[config.mk]
export PLATFORM = sky130hd
export DESIGN_NAME = stc_sysref_cal
export DESIGN_NICKNAME = d
export VERILOG_FILES = /design/src/verilog/stc_pkg.sv /design/src/verilog/stc_edge_watch.sv /design/src/verilog/stc_sysref_cal.sv
export SDC_FILE = /design/constraint.sdc
export NUM_CORES = 1
export LEC_CHECK = 0
export ABC_AREA = 1
export ABC_CLOCK_PERIOD_IN_PS = 10230
export BUFFER_PORTS_ARGS = -buffer_cell sky130_fd_sc_hd__buf_4
export CORE_UTILIZATION = 35
export CTS_CLUSTER_SIZE = 40
export DETAILED_ROUTE_END_ITERATION = 10
export GPL_TIMING_DRIVEN = 1
export PLACE_DENSITY = 0.52
export REMOVE_ABC_BUFFERS = 1
export SLEW_MARGIN = 20
export SYNTH_ARGS = -nofsm -noshare
export SYNTH_HDL_FRONTEND = slang
export SYNTH_SLANG_ARGS = --single-unit
[constraint.sdc]
create_clock -name sys_clk -period 10.23 [get_ports sys_clk]
set_input_delay 1.5345 -clock sys_clk [delete_from_list [all_inputs] [get_ports sys_clk]]
set_output_delay 1.5345 -clock sys_clk [all_outputs]
set_load 0.005 [all_outputs]
[src/verilog/stc_pkg.sv]
// constants, types and helpers of the sysref timing calibration block
// Functional notes
// - enable low: manual aperture delay drives clock
// - enable high: calibrated delay, manual ignored
// - calibration starts only on enable rising
// - calibration ends within unit times (code sum plus two)
// - averaging code selects 4/16/64/256 accumulations
// - length code selects 4/16/64/256 cycle accumulations
// - too long sysref period fails the calibration
// - config resets to 05 hex
// - done flag bit 17, enable and complete
// - 17-bit result: invert, coarse, fine
`default_nettype none
package stc_pkg;
  // register word indices; byte address is four times these
  localparam logic [9:0] IDX_EN      = 10'h2B0;
  localparam logic [9:0] IDX_CFG     = 10'h2B1;
  localparam logic [9:0] IDX_STAT    = 10'h2B2;
  localparam logic [9:0] IDX_MAN     = 10'h2B5;
  localparam logic [9:0] IDX_IRQ_ST  = 10'h2B8;
  localparam logic [9:0] IDX_IRQ_MSK = 10'h2B9;
  // values after reset
  localparam logic [7:0] EN_RST      = 8'h00;
  localparam logic [7:0] CFG_RST     = 8'h05;
  // field positions
  localparam int EN_BIT        = 0;
  localparam int CFG_AVG_LSB   = 2;
  localparam int CFG_LEN_LSB   = 0;
  localparam int STAT_DONE_BIT = 17;
  localparam int RES_INV_BIT   = 16;
  localparam int RES_W         = 17;
  localparam int IRQ_DONE_BIT  = 0;
  localparam int IRQ_FAIL_BIT  = 1;
  // cycle counts
  localparam int CAL_UNIT_CYC  = 256 * 19 * 4;
  localparam int PER_LIM_C0    = 85;
  localparam int PER_LIM_C1    = 1100;
  localparam int PER_LIM_C2    = 5200;
  localparam int PER_LIM_C3    = 21580;
  // engine states
  typedef enum logic [1:0] {
    ST_IDLE = 2'b00,
    ST_RUN  = 2'b01,
    ST_DONE = 2'b10,
    ST_FAIL = 2'b11
  } stc_state_t;
  // both codes map 0..3 onto 4, 16, 64, 256
  function automatic logic [8:0] acc_len(input logic [1:0] code);
    acc_len = 9'(9'h004 << {code, 1'b0});
  endfunction
  // log2 of acc_len
  function automatic logic [3:0] acc_shift(input logic [1:0] code);
    acc_shift = {1'b0, code, 1'b0} + 4'h2;
  endfunction
  // byte-lane merge of a write into the current word
  function automatic logic [31:0] wmerge(input logic [31:0] cur, input logic [31:0] wd,
                                         input logic [3:0] strb);
    wmerge = cur;
    for (int i = 0; i < 4; i++) begin
      if (strb[i]) wmerge[i*8 +: 8] = wd[i*8 +: 8];
    end
  endfunction
endpackage
`default_nettype wire

[src/verilog/stc_edge_watch.sv]
// sysref synchroniser, rising-edge detector and period watchdog
`timescale 1ns/1ns
`default_nettype none
module stc_edge_watch (
  input  wire logic        sys_clk,
  input  wire logic        reset_n,
  input  wire logic        sysref_in,
  input  wire logic        clear,
  input  wire logic [14:0] limit,
  output logic             edge_pulse,
  output logic             period_over
);
  // all state in one word
  typedef struct packed {
    logic        s1;     // first sync stage, read by s2 only
    logic        s2;     // second sync stage
    logic        s3;     // delayed copy for edge detect
    logic        edge_q; // registered rising edge
    logic [15:0] cnt;    // cycles since last edge, saturating
    logic        over;   // gap longer than limit
  } stc_watch_t;

  stc_watch_t w_r;
  stc_watch_t w_nxt;

  // next-state logic
  always_comb begin
    w_nxt        = w_r;
    w_nxt.s1     = sysref_in;
    w_nxt.s2     = w_r.s1;
    w_nxt.s3     = w_r.s2;
    w_nxt.edge_q = w_r.s2 && !w_r.s3;
    // restart the gap count on every edge or on request
    if (clear || (w_r.s2 && !w_r.s3)) begin
      w_nxt.cnt = 16'h0000;
    end else if (w_r.cnt != 16'hFFFF) begin
      w_nxt.cnt = w_r.cnt + 16'h0001;
    end
    // a gap beyond the supported period flags failure
    w_nxt.over = !clear && (w_r.cnt > {1'b0, limit});
  end

  // state register, synchronous reset
  always_ff @(posedge sys_clk) begin
    if (!reset_n) begin
      w_r <= '0;
    end else begin
      w_r <= w_nxt;
    end
  end

  assign edge_pulse  = w_r.edge_q;
  assign period_over = w_r.over;
endmodule // stc_edge_watch
`default_nettype wire

[src/verilog/stc_sysref_cal.sv]
// sysref timing calibration controller with apb registers
//
// Design decision made here: the APB slave port.
`timescale 1ns/1ns
`default_nettype none
module stc_sysref_cal
  import stc_pkg::*;
#(
  parameter int CAL_UNIT = CAL_UNIT_CYC, // cycles per code step of the time bound
  parameter int PER_LIM0 = PER_LIM_C0,   // longest period, length code 0
  parameter int PER_LIM1 = PER_LIM_C1,   // longest period, length code 1
  parameter int PER_LIM2 = PER_LIM_C2,   // longest period, length code 2
  parameter int PER_LIM3 = PER_LIM_C3    // longest period, length code 3
) (
  input  wire logic              sys_clk,
  input  wire logic              reset_n,
  input  wire logic [11:0]       paddr,
  input  wire logic              psel,
  input  wire logic              penable,
  input  wire logic              pwrite,
  input  wire logic [31:0]       pwdata,
  input  wire logic [3:0]        pstrb,
  output logic      [31:0]       prdata,
  output logic                   pready,
  output logic                   pslverr,
  input  wire logic              sysref_in,
  output logic      [RES_W-1:0]  aperture_delay_adjust,
  output logic                   cal_busy,
  output logic                   irq
);
  // refuse parameters that overflow the counters
  if (CAL_UNIT < 1 || CAL_UNIT * 8 >= 262144) begin : g_bad_unit
    $error("calibration time unit out of range");
  end
  if (PER_LIM0 < 1 || PER_LIM1 < 1 || PER_LIM2 < 1 || PER_LIM3 < 1 ||
      PER_LIM0 > 32767 || PER_LIM1 > 32767 || PER_LIM2 > 32767 ||
      PER_LIM3 > 32767) begin : g_bad_lim
    $error("sysref period limit out of range");
  end

  // all state of the block in one word
  typedef struct packed {
    stc_state_t       state;   // engine state
    logic             en;      // calibration enable bit
    logic             en_d;    // enable one cycle ago
    logic [7:0]       cfg;     // configuration register
    logic [1:0]       avg;     // averaging code latched at start
    logic [1:0]       len;     // length code latched at start
    logic [RES_W-1:0] man;     // manual aperture delay
    logic [RES_W-1:0] res;     // calibrated delay result
    logic [RES_W-1:0] dly;     // delay applied to the clock
    logic [7:0]       phase;   // position inside an accumulation
    logic             hit;     // edge already seen this window
    logic [15:0]      sum;     // sum of edge positions
    logic [8:0]       cnt;     // accumulations completed
    logic [17:0]      tmo;     // cycles since start
    logic [1:0]       irq_st;  // sticky event bits
    logic [1:0]       irq_msk; // event mask
    logic             irq;     // interrupt level
    logic [31:0]      rdata;   // read data held for access phase
  } stc_regs_t;

  stc_regs_t st_r;
  stc_regs_t st_nxt;

  logic        apb_setup;  // setup phase of any transfer
  logic        apb_acc;    // access phase of any transfer
  logic [9:0]  word_idx;   // word index of the address
  logic        map_ok;     // address hits a register
  logic [31:0] rd_val;     // current value of the addressed word
  logic [31:0] wv;         // merged write value
  logic [1:0]  w1c;        // bits cleared by this write
  logic        done_flag;  // enabled and complete
  logic        start_pls;  // one cycle at enable rise
  logic        sr_edge;    // synchronised sysref rising edge
  logic        per_over;   // sysref gap beyond limit
  logic [14:0] per_lim;    // limit for latched length code
  logic [8:0]  len_c;      // cycles per accumulation
  logic [8:0]  nacc;       // accumulations per measurement
  logic [17:0] tmo_bound;  // cycle bound for this run
  logic [15:0] sum_new;    // sum including this cycle's edge
  logic        got;        // window saw an edge
  logic [23:0] q;          // mean edge position, 8 fraction bits
  logic [15:0] half;       // half a window, same scale
  logic        ev_done;    // calibration finished event
  logic        ev_fail;    // calibration failed event

  // sysref edge detection and period watchdog
  stc_edge_watch u_watch (
    .sys_clk     (sys_clk),
    .reset_n     (reset_n),
    .sysref_in   (sysref_in),
    .clear       (start_pls),
    .limit       (per_lim),
    .edge_pulse  (sr_edge),
    .period_over (per_over)
  );

  // apb decode
  assign apb_setup = psel && !penable;
  assign apb_acc   = psel && penable;
  assign word_idx  = paddr[11:2];
  assign map_ok    = (word_idx == IDX_EN) || (word_idx == IDX_CFG) ||
                     (word_idx == IDX_STAT) || (word_idx == IDX_MAN) ||
                     (word_idx == IDX_IRQ_ST) || (word_idx == IDX_IRQ_MSK);
  // zero wait states; unmapped words answer with an error
  assign pready    = 1'b1;
  assign pslverr   = apb_acc && !map_ok;
  assign prdata    = st_r.rdata;

  // done only while enabled and the engine has finished
  assign done_flag = st_r.en && (st_r.state == ST_DONE);
  assign start_pls = st_r.en && !st_r.en_d;
  assign cal_busy  = (st_r.state == ST_RUN);
  assign aperture_delay_adjust = st_r.dly;
  assign irq       = st_r.irq;

  // per-run settings from the latched codes
  always_comb begin
    len_c = acc_len(st_r.len);
    nacc  = acc_len(st_r.avg);
    half  = {st_r.len == 2'b11 ? 8'h80 : len_c[8:1], 8'h00};
    // bound grows with both codes
    tmo_bound = 18'(CAL_UNIT) * 18'({2'b00, st_r.avg} + {2'b00, st_r.len} + 4'h2);
    case (st_r.len)
      2'b00:   per_lim = 15'(PER_LIM0);
      2'b01:   per_lim = 15'(PER_LIM1);
      2'b10:   per_lim = 15'(PER_LIM2);
      default: per_lim = 15'(PER_LIM3);
    endcase
  end

  // read mux; reserved bits read as zero
  always_comb begin
    rd_val = 32'h0000_0000;
    case (word_idx)
      IDX_EN:      rd_val[EN_BIT] = st_r.en;
      IDX_CFG:     rd_val[7:0] = st_r.cfg;
      IDX_STAT: begin
        rd_val[RES_W-1:0]    = st_r.res;
        rd_val[STAT_DONE_BIT] = done_flag;
      end
      IDX_MAN:     rd_val[RES_W-1:0] = st_r.man;
      IDX_IRQ_ST:  rd_val[1:0] = st_r.irq_st;
      IDX_IRQ_MSK: rd_val[1:0] = st_r.irq_msk;
      default:     rd_val = 32'h0000_0000;
    endcase
  end

  // next-state logic of registers and engine
  always_comb begin
    st_nxt  = st_r;
    ev_done = 1'b0;
    ev_fail = 1'b0;
    wv      = wmerge(rd_val, pwdata, pstrb);
    w1c     = 2'b00;
    sum_new = st_r.sum;
    got     = st_r.hit;
    q       = 24'h00_0000;

    // read data captured in setup so it stands through access
    if (apb_setup && !pwrite) begin
      st_nxt.rdata = rd_val;
    end

    // register writes take effect in the access phase
    if (apb_acc && pwrite && map_ok) begin
      case (word_idx)
        IDX_EN:      st_nxt.en = wv[EN_BIT];
        IDX_CFG:     st_nxt.cfg = wv[7:0];
        IDX_MAN:     st_nxt.man = wv[RES_W-1:0];
        IDX_IRQ_ST:  w1c = pwdata[1:0] & {2{pstrb[0]}};
        IDX_IRQ_MSK: st_nxt.irq_msk = wv[1:0];
        default:     st_nxt.rdata = st_r.rdata; // status is read only
      endcase
    end

    st_nxt.en_d = st_r.en;

    // engine
    if (!st_r.en) begin
      // disabled: idle, done cleared
      st_nxt.state = ST_IDLE;
    end else if (!st_r.en_d) begin
      // rising enable starts a fresh sequence
      st_nxt.state = ST_RUN;
      st_nxt.avg   = st_r.cfg[CFG_AVG_LSB +: 2];
      st_nxt.len   = st_r.cfg[CFG_LEN_LSB +: 2];
      st_nxt.phase = 8'h00;
      st_nxt.hit   = 1'b0;
      st_nxt.sum   = 16'h0000;
      st_nxt.cnt   = 9'h000;
      st_nxt.tmo   = 18'h0_0000;
    end else begin
      case (st_r.state)
        ST_RUN: begin
          st_nxt.tmo = st_r.tmo + 18'h0_0001;
          // first edge in a window adds its position
          if (sr_edge && !st_r.hit) begin
            sum_new = 16'(st_r.sum + {8'h00, st_r.phase});
            got     = 1'b1;
          end
          q = 24'({sum_new, 8'h00} >> acc_shift(st_r.avg));
          if (per_over) begin
            // period beyond supported length: no result
            st_nxt.state = ST_FAIL;
            ev_fail      = 1'b1;
          end else if (st_r.tmo >= tmo_bound - 18'h0_0001) begin
            // out of time: give up at the bound
            st_nxt.state = ST_FAIL;
            ev_fail      = 1'b1;
          end else if ({1'b0, st_r.phase} == len_c - 9'h001) begin
            // window of len_c cycles ends
            st_nxt.phase = 8'h00;
            st_nxt.hit   = 1'b0;
            st_nxt.sum   = sum_new;
            if (got) begin
              if (st_r.cnt == nacc - 9'h001) begin
                // last accumulation of the measurement
                st_nxt.state = ST_DONE;
                ev_done      = 1'b1;
                // late half of the window means inverted clock
                if (q[15:0] >= half) begin
                  st_nxt.res = {1'b1, 16'(q[15:0] - half)};
                end else begin
                  st_nxt.res = {1'b0, q[15:0]};
                end
              end else begin
                st_nxt.cnt = st_r.cnt + 9'h001;
              end
            end
            // windows without an edge are retried, not counted
          end else begin
            st_nxt.phase = st_r.phase + 8'h01;
            st_nxt.hit   = got;
            st_nxt.sum   = sum_new;
          end
        end
        ST_IDLE: st_nxt.state = ST_IDLE;
        ST_DONE: st_nxt.state = ST_DONE;
        ST_FAIL: st_nxt.state = ST_FAIL;
        default: st_nxt.state = ST_IDLE;
      endcase
    end

    // applied delay: manual when off, calibrated when on
    st_nxt.dly = st_r.en ? st_r.res : st_r.man;

    // sticky events; a set in the clearing cycle wins
    st_nxt.irq_st = (st_r.irq_st & ~w1c) |
                    {ev_fail, 1'b0} | {1'b0, ev_done};
    st_nxt.irq    = |(st_nxt.irq_st & st_nxt.irq_msk);
  end

  // state register, synchronous reset
  always_ff @(posedge sys_clk) begin
    if (!reset_n) begin
      st_r     <= '0;
      st_r.en  <= EN_RST[EN_BIT];
      st_r.cfg <= CFG_RST;
    end else begin
      st_r <= st_nxt;
    end
  end
endmodule // stc_sysref_cal
`default_nettype wire

==> results of run 1 <==
[where the power goes]
group	switching, mW	internal (mW)
sequential	0.00274	0.639
clock	0.291	0.418
combinational	0.0381	0.0243
[layer usage]
metal | part of all wire [%] | up-vias
met5 | 0 | -
met4 | 0.82 | 0
met3 | 2.6 | 13
met2 | 44 | 134
met1 | 53 | 4073
li1 | - | 4712
[worst max-delay path: stages (launching register included)]
cell and delay, ps:
dfxtp_1 820, ha_1 320, fa_1 480, inv_1 190, fa_1 440, ha_1 230, ha_1 220, xnor2_1 240
nor3b_1 330, nand3_1 140, xnor2_1 140, ha_1 290, a21oi_1 120, o21ai_0 100, a21oi_1 120, nand2_1 60
nor2_1 240, inv_1 130, nor2_2 630, nand2_1 470, inv_2 380, nand3_1 120, nor2_1 100, nor2_1 50
nor2_1 70
[layout by cell type, fill, tap and decap left out, types with 4 or more instances in the layout]
cell type  count
inv_1        217
nor3b_1        4
buf_4         78
or2_2          4
nor2_2         4
nand3_2        7
inv_2          7
o21ai_0      120
a21oi_1      145
ha_1          47
clkinv_1       4
a221oi_1       6
nand3_1       96
conb_1        15
clkbuf_16     17
nor2_1       113
xor2_1        14
nand4_1       18
inv_6          4
xnor2_1        7
dfxtp_1      163
bufinv_16      4
nor3_1        34
nand2_1      267
o211ai_1      15
a31oi_1        4
o22ai_1       10
nand2_2        5
[cell families after synthesis]
group / after synthesis
xor gates and xnor gates: 21
buffers and inverters: 318
and+or+nand+nor: 571
other: 2
DFF: 163
adders and majority gates: 50
AOI/OAI and AO/OA: 320
[layout make-up]
cell class / count / area [um^2] / area share, %
sequential: 163 / 3260 / 29.6
tap: 372 / 465 / 4.23
clock inverter: 14 / 213 / 1.93
timing repair buffer: 78 / 586 / 5.32
inverter: 228 / 856 / 7.78
clock buffer: 18 / 429 / 3.90
multi-input combinational: 977 / 5190 / 47.2
[registers in the layout, summed over array words and instances, names as in the netlist]
register / flops
aperture_delay_adjust: 17
irq: 1
prdata: 18
st_nxt: 1
st_r: 105
u_watch.edge_pulse: 1
u_watch.period_over: 1
u_watch.w_nxt: 2
u_watch.w_r: 17
[through the flow]
step	setup WS, ps	hold slack (ps)	instances	cell area [um^2]
floorplan	4890	390	1368	9310
global placement	3690	404	1818	10400
detailed placement	3600	408	1818	10400
CTS	3600	418	1850	11000
global route	2940	436	1850	11000
finish	3710	413	1850	11000
[worst paths after layout]
path / endpoint / from / cells after the start / slack, ps
worst max-delay path: st_r[121] / st_r[142] / 24 / 3710
worst min register to register: u_watch.w_nxt[18] / u_watch.w_nxt[19] / 2 / 410
worst min-delay path: u_watch.w_nxt[18] / u_watch.w_nxt[19] / 2 / 410
worst max register to register: st_r[121] / st_r[142] / 24 / 3710
==> out/qor.txt, run 1 <==
grt total ovfl -> 0
Mapped Cells -> 1,445
GRT met3 Usage -> 2.96%
cts bufs inserted -> 17
leakage -> 4.91 nW
sequential share of the synthesized area -> 33.3%
endpoints failing setup -> 0
Fillers -> 2,915
clk slew on worst S/H paths -> 70 ps
GRT met2 Usage -> 27.9%
Synth Register Bits -> 163
Peak supply drop -> 0.0942 mV
Longest Clk Path Bufs -> 2
worst hold path type -> reg2reg
fin crit share -> 63.8%
width of the die -> 169 um
total core area -> 0.0273 mm^2
Worst Tran Pin Value -> 1060 ps
Clock Sink Count -> 163
Max Transition Viols Final -> 0
# rows -> 60
leading area contributor after synthesis -> dfxtp_1
CP Capture Type -> flop
count of different cell masters after synthesis -> 53
Crit Path Class -> reg2reg
ant diodes -> 0
Worst-Skew Late Latency -> 440 ps
hold_buf cts -> 0
DRT iter0 DRCs -> 570
setup total negative slack -> 0 ps
Area Overhead vs Synth -> 12.2%
total track usage -> 18.0%
Synth Area in XOR/XNOR -> 1.88%
Final min period -> 6520 ps
largest net degree at the start of global routing -> 82
Yosys warning count -> 0
first-pass GRT wire length -> 41.5 mm
Wirelength per Cell -> 13.5 um
Final Hold Vio Count -> 0
Synth Area in Simple Gates -> 26.2%
largest family of logic cells by synthesized area -> simple AND/OR/NAND/NOR gates
M1 GR Usage -> 26.0%
CP Data Arrival Time -> 6900 ps
crit path launch type -> flop
status -> finished, final reports clean
htree depth -> 4
final estimated routing congestion in global placement -> 0.824
Mapped Area -> 0.00981 mm^2
HPWL after detailed placement -> 18.6 mm
critical path peak fanout -> 20
Vias -> 8,932
PD cells -> 128 mW/mm^2
Final Routed Wirelength -> 25.0 mm
CP Data Required Time -> 10,600 ps
list of most frequent post-synthesis cells -> 267 x nand2_1, 217 x inv_1, 163 x dfxtp_1, 145 x a21oi_1, 120 x o21ai_0
Slew HR -> 29.4%
Die Y -> 169 um
total power -> 1.41 mW
RSZ-0062 raised after global routing -> false
I/O pin cnt -> 107
initial antenna violation count -> 0
EDFF count, synth -> 0
synthesized area per cell -> 6.79 um^2
CTS resizes -> 0
skew final -> 19.2 ps
Max-Cap Viols -> 0
die area -> 0.0287 mm^2
Synth area leaders -> dfxtp_1 33%, nand2_1 10%, inv_1 8.3%, a21oi_1 7.4%, o21ai_0 6.1%
Final ANT Viol Nets -> 0
Clock Tree Root -> clkbuf_16
Via density -> 4.83
drt first pass iters -> 5
synthesized-area fraction occupied by adder cells -> 6.61%
Total Nets Final -> 1,569
most common cell in the netlist -> nand2_1
vias in the first global route -> 8,236
CTS tree -> built
Async SR Flop Fraction -> 0%
starting density of the core -> 36.0%
mux cell area share after synthesis -> 0%
Layout Utilization -> 40.4%
post-synthesis compound-gate area fraction -> 17.7%
Synth top area share -> 33.3%
Top FF cell, synth -> dfxtp_1
GRT busiest layer -> met2
fraction of final layout cells sized beyond drive strength 1 -> 10.1%
post-route DRC violation count -> 0
FMAX -> 153 MHz
number of post-CTS setup repair buffers -> 0
Port Buffers -> 73
Note: power is estimated with default switching activity, not from simulation.
==> run 2: changes to the inputs <==
--- a/config.mk
+++ b/config.mk
@@ -5,8 +5,8 @@
 export SDC_FILE = /design/constraint.sdc
 export NUM_CORES = 1
 export LEC_CHECK = 0
-export ABC_AREA = 1
-export ABC_CLOCK_PERIOD_IN_PS = 10230
+export ABC_AREA = 0
+export ABC_CLOCK_PERIOD_IN_PS = 6600
 export BUFFER_PORTS_ARGS = -buffer_cell sky130_fd_sc_hd__buf_4
 export CORE_UTILIZATION = 35
 export CTS_CLUSTER_SIZE = 40
==> constraint.sdc (replaced) <==
create_clock -name sys_clk -period 6.6 [get_ports sys_clk]
set_input_delay 0.99 -clock sys_clk [delete_from_list [all_inputs] [get_ports sys_clk]]
set_output_delay 0.99 -clock sys_clk [all_outputs]
set_load 0.005 [all_outputs]
==> run 2 against run 1 <==
Compared with the run above: wire length fell by 2.4%; critical path depth is 7 lower; register-to-register slack got worse by 2900 ps; sequential cell count did not move; non-clock buffer count increased by 12; combinational power up 26%; maximum frequency increased by 13%; worst hold slack better by 19 ps; cell area fell by 0.91%; first-iteration DRC count fell by 17%; critical path type unchanged.
==> out/qor.txt, run 2 <==
status -> finished, final reports clean
fraction of final layout cells sized beyond drive strength 1 -> 13.1%
count of different cell masters after synthesis -> 87
worst setup margin -> 834 ps
I/O pin cnt -> 107
Post-Place Setup Slack -> 694 ps
CP Capture Type -> flop
Slew HR -> 45.0%
endpoints failing setup -> 0
post-route DRC violation count -> 0
CTS tree -> built
R2R Setup Slk -> 830 ps
HPWL after detailed placement -> 17.6 mm
Clock Tree Root -> clkbuf_16
Longest Clk Path Bufs -> 2
Worst Tran Pin Value -> 824 ps
Max-Cap Viols -> 0
grt total ovfl -> 0
Mapped Area -> 0.00971 mm^2
WHS Endpoint -> u_watch.w_nxt[18]
Total Nets Final -> 1,300
initial antenna violation count -> 0
EDFF count, synth -> 0
fin crit share -> 87.4%
hold slack -> 433 ps
FMAX -> 173 MHz
Final ANT Viol Nets -> 0
sequential share of the synthesized area -> 33.6%
hold_buf cts -> 0
Worst-Skew Late Latency -> 430 ps
Clock Sink Count -> 163
starting density of the core -> 35.8%
CP Data Required Time -> 6890 ps
Via density -> 5.20
Peak supply drop -> 0.164 mV
synthesized area per cell -> 8.27 um^2
commonest non-fill, non-tap cell in the layout -> nor2_1
first-pass GRT wire length -> 40.2 mm
leading area contributor after synthesis -> dfxtp_1
Largest register FFs -> 105
Max Transition Viols Final -> 0
leakage -> 4.37 nW
vias in the first global route -> 7,793
Placed Area -> 0.0103 mm^2
critical path peak fanout -> 9
Synth top area share -> 33.6%
Wirelength per Cell -> 15.4 um
Mapped Cells -> 1,175
Area Overhead vs Synth -> 12.3%
ant diodes -> 0
Yosys warning count -> 0
register area -> 0.00326 mm^2
Async SR Flop Fraction -> 0%
Top FF cell, synth -> dfxtp_1
most frequent cells in the layout -> 185 x nor2_1, 163 x dfxtp_1, 90 x buf_4
WHS Path Cells -> 1
worst reg2reg startpoint -> st_r[140]
worst hold path type -> reg2reg
CTS resizes -> 0
CP Data Arrival Time -> 6050 ps
htree depth -> 4
Final Hold Vio Count -> 0
Synth area leaders -> dfxtp_1 34%, nor2_1 7.2%, ha_1 6.1%, mux2i_1 5.3%, buf_4 3.9%
width of the die -> 169 um
clk slew on worst S/H paths -> 70 ps
# rows -> 60
Synth Register Bits -> 163
register name with the most flops -> st_r
Final Routed Wirelength -> 24.4 mm
total core area -> 0.0271 mm^2
number of post-CTS setup repair buffers -> 0
RR Endpoint -> st_r[84]
Vias -> 8,220
cts bufs inserted -> 17
Crit Path Class -> reg2reg
area of the multi-input gates -> 0.00577 mm^2
skew final -> 13.1 ps
Die Y -> 169 um
Hold Startpoint -> u_watch.w_nxt[19]
design area -> 0.0109 mm^2
Port Buffers -> 73
Fillers -> 2,780
RSZ-0062 raised after global routing -> false
total track usage -> 17.4%
drt first pass iters -> 5
die area -> 0.0284 mm^2
Layout Utilization -> 40.2%
most common cell in the netlist -> nor2_1
PD cells -> 189 mW/mm^2
Final min period -> 5770 ps
final estimated routing congestion in global placement -> 0.847
list of most frequent post-synthesis cells -> 185 x nor2_1, 163 x dfxtp_1, 86 x nand2_1, 73 x a21oi_1
setup total negative slack -> 0 ps
crit path launch type -> flop
largest net degree at the start of global routing -> 57
R2R cell count -> 17
DRT iter0 DRCs -> 471
==> run 2: changes by cell type after synthesis, moves of 56 or more <==
| cell | delta |
|---|---|
| nand2_1 | -181 |
| inv_1 | -174 |
| o21ai_0 | -94 |
| a21oi_1 | -72 |
| nor2_1 | +72 |
| nand3_1 | -56 |
==> run 2: cells by family (layout without fill, tap and decap cells) <==
group / count (synthesis) / after routing / synth area share, %
AND/OR/NAND/NOR: 450 / 450 / 21.9
AO/OA/AOI/OAI: 246 / 246 / 18.1
flip-flops: 163 / 163 / 33.6
buffers and inverters: 145 / 166 / 7.72
XOR/XNOR: 61 / 61 / 5.50
multiplexers: 58 / 58 / 6.42
adder cells (fa/ha/maj): 50 / 50 / 6.67
other: 2 / 15 / 0.0773
==> run 2: per-layer routing <==
layer  GRT usage, %  vias up  share of wire (%)
met3           2.41       25                2.9
li1               -     4151                  -
met5              0        -                  0
met2           28.4      146                 46
met4           5.34        0                1.6
met1           23.8     3898                 50
==> run 2: layout make-up <==
class | instances | area share [%]
Multi-Input combinational cell | 880 | 52.9
Sequential cell | 163 | 29.9
Timing Repair Buffer | 90 | 6.20
Tap cell | 372 | 4.27
Clock buffer | 18 | 3.94
Inverter | 44 | 1.51
Clock inverter | 14 | 1.30
==> run 2: through the flow <==
step / power, mW / instances
3_5_place_dp: 1.10 / 1549
3_3_place_gp: 1.10 / 1549
5_1_grt: 2.14 / 1581
2_1_floorplan: 1.05 / 1087
6_report: 2.06 / 1581
4_1_cts: 2.09 / 1581
==> run 2: power breakdown <==
group | total (mW) | internal [mW] | switching (mW)
combinational | 0.0787 | 0.0337 | 0.0450
sequential | 0.995 | 0.990 | 0.00499
clock | 0.982 | 0.531 | 0.450
total | 2.06 | 1.56 | 0.500
==> run 2: worst max-delay path by stage <==
stage               cells past startpoint  startpoint  slack (ps)        end
global route                           17   st_r[140]         300   st_r[84]
finish                                 17   st_r[140]         830   st_r[84]
global placement                       17   st_r[140]         780   st_r[81]
detailed placement                     17   st_r[140]         690   st_r[84]
floorplan                              21   st_r[143]         180  st_r[121]
CTS                                    17   st_r[140]         680   st_r[84]
==> run 2: critical path, cell delays in order (launching register included) <==
cell       delay (ps)
dfxtp_1           510
ha_1              250
fa_1              470
inv_1             170
fa_1              440
ha_1              340
or3_1             350
nor3_1            240
nor3b_1           260
xnor2_1           150
ha_1              270
nand4_1           120
nor2_1             60
a2111oi_2         560
a41oi_2           460
buf_4             330
o21ai_1           530
nor2_1            100
==> run 3: changes to the inputs <==
--- a/config.mk
+++ b/config.mk
@@ -7,12 +7,12 @@
 export LEC_CHECK = 0
 export ABC_AREA = 0
 export ABC_CLOCK_PERIOD_IN_PS = 6600
-export BUFFER_PORTS_ARGS = -buffer_cell sky130_fd_sc_hd__buf_4
 export CORE_UTILIZATION = 35
 export CTS_CLUSTER_SIZE = 40
 export DETAILED_ROUTE_END_ITERATION = 10
+export DONT_BUFFER_PORTS = 1
 export GPL_TIMING_DRIVEN = 1
-export PLACE_DENSITY = 0.52
+export PLACE_DENSITY = 0.49
 export REMOVE_ABC_BUFFERS = 1
 export SLEW_MARGIN = 20
 export SYNTH_ARGS = -nofsm -noshare
==> run 3 against run 2 <==
Compared with the run above: register-to-register slack better by 20 ps; via count shrank 3.3%; combinational power fell by 40%; final cell count down 4.7%; clock skew is 2.0 ps higher; worst hold slack worse by 0.83 ps; critical path depth up 5; die area stayed put; highest routed layer unchanged.
==> out/qor.txt, run 3 (synthesis results as in run 2) <==
status -> finished, final reports clean
Longest Clk Path Bufs -> 2
Vias -> 7,948
FMAX -> 174 MHz
area of the multi-input gates -> 0.00577 mm^2
Area Overhead vs Synth -> 6.82%
vias in the first global route -> 7,591
Via density -> 5.27
CP endpoint -> st_r[111]
Final Routed Wirelength -> 24.5 mm
CP Data Required Time -> 6980 ps
worst reg2reg startpoint -> st_r[140]
htree depth -> 4
Worst Tran Pin Value -> 948 ps
Slew HR -> 36.6%
PD cells -> 199 mW/mm^2
commonest non-fill, non-tap cell in the layout -> nor2_1
I/O pin cnt -> 107
initial antenna violation count -> 0
endpoints failing setup -> 0
number of post-CTS setup repair buffers -> 0
Crit Path Class -> reg2reg
largest net degree at the start of global routing -> 56
starting density of the core -> 35.8%
most frequent cells in the layout -> 185 x nor2_1, 163 x dfxtp_1, 86 x nand2_1
Largest register FFs -> 105
CP Data Arrival Time -> 6130 ps
Final Hold Vio Count -> 0
Fillers -> 2,803
HPWL after detailed placement -> 17.6 mm
crit path launch type -> flop
skew final -> 15.2 ps
DRT iter0 DRCs -> 613
Worst path slowest cell -> dfxtp_1
die area -> 0.0284 mm^2
Peak supply drop -> 0.170 mV
CP startpoint -> st_r[140]
Final ANT Viol Nets -> 0
fraction of final layout cells sized beyond drive strength 1 -> 7.49%
CTS tree -> built
total power -> 2.06 mW
R2R Setup Slk -> 850 ps
# rows -> 60
drt first pass iters -> 7
Worst-Skew Late Latency -> 440 ps
worst hold path type -> reg2reg
setup total negative slack -> 0 ps
leakage -> 4.02 nW
peak per-stage delay on the critical path -> 470 ps
width of the die -> 169 um
CTS resizes -> 0
register name with the most flops -> st_r
RSZ-0062 raised after global routing -> false
fin crit share -> 87.1%
register area -> 0.00326 mm^2
Final min period -> 5750 ps
cts bufs inserted -> 17
post-route DRC violation count -> 0
final estimated routing congestion in global placement -> 0.827
hold_buf cts -> 0
R2R cell count -> 22
Total Nets Final -> 1,226
critical path peak fanout -> 26
first-pass GRT wire length -> 40.4 mm
ant diodes -> 0
Clock Tree Root -> clkbuf_16
Max-Cap Viols -> 0
Max Transition Viols Final -> 0
Wirelength per Cell -> 16.3 um
total track usage -> 17.8%
RR Endpoint -> st_r[111]
total core area -> 0.0271 mm^2
Layout Utilization -> 38.3%
CP Capture Type -> flop
Die Y -> 169 um
crit-path cells -> ha_1, fa_1, inv_1, fa_1, ha_1, or3_1, nor3_1, nor3b_1, xnor2_1, ha_1, nand4_1, nor2_1, a2111oi_2, buf_4, a21bo_2, nor2_1, buf_4, nand3_1, buf_4, nor3_1, a21oi_1, nor2_1
grt total ovfl -> 0
Clock Sink Count -> 163
Port Buffers -> 0
clk slew on worst S/H paths -> 70 ps
[run 3: changes by cell type in the layout (fill, tap and decap cells not counted), sizes merged]
cell      previous run  this run
buf                 90        16
clkinv               3         5
clkinvlp             3         1
clkbuf              18        19
inv                 51        50
[run 3: final cells by class]
cell class                 count  area share, %
clock inverter                13           1.35
sequential                   163           31.5
multi-input combinational    880           55.6
clock buffer                  19           4.37
timing repair buffer          16           1.16
inverter                      44           1.60
tap                          372           4.49
[run 3: power by group]
part	internal (mW)	switching, mW
Combinational	0.0148	0.0322
Clock	0.555	0.463
Sequential	0.990	0.00624
Total	1.56	0.502
[run 3: worst max-delay path, delay by kind of cell (launching register included)]
| kind | cells | cell delay, ps |
|---|---|---|
| fa+ha+maj | 5 | 1770 |
| flops | 1 | 470 |
| buf+inv | 4 | 900 |
| simple gates | 9 | 1730 |
| xor+xnor | 1 | 150 |
| compound gates | 3 | 680 |
[run 3: through the flow]
stage / hold WS [ps] / worst slack (ps) / instances / area (um^2)
after floorplan: 412 / 175 / 1087 / 9180
after global placement: 417 / 797 / 1475 / 9780
after detailed placement: 420 / 786 / 1475 / 9780
after CTS: 435 / 766 / 1507 / 10400
after global routing: 460 / 352 / 1507 / 10400
final: 432 / 850 / 1507 / 10400
[run 3: worst min-delay path by stage]
| stage | endpoint | cells past startpoint | from |
|---|---|---|---|
| 4_1_cts | u_watch.w_nxt[18] | 1 | u_watch.w_nxt[19] |
| 2_1_floorplan | u_watch.w_nxt[18] | 1 | u_watch.w_nxt[19] |
| 6_report | u_watch.w_nxt[18] | 1 | u_watch.w_nxt[19] |
| 5_1_grt | u_watch.w_nxt[18] | 1 | u_watch.w_nxt[19] |
| 3_5_place_dp | u_watch.w_nxt[18] | 1 | u_watch.w_nxt[19] |
| 3_3_place_gp | u_watch.w_nxt[18] | 1 | u_watch.w_nxt[19] |
[run 3: metal layers]
metal,global-route usage [%],part of all wire (%),vias to the layer above
met5,0,0,-
met4,5.02,1.6,0
met3,3.09,3.9,24
met2,28.3,45,139
met1,24.7,49,3781
li1,-,-,4004
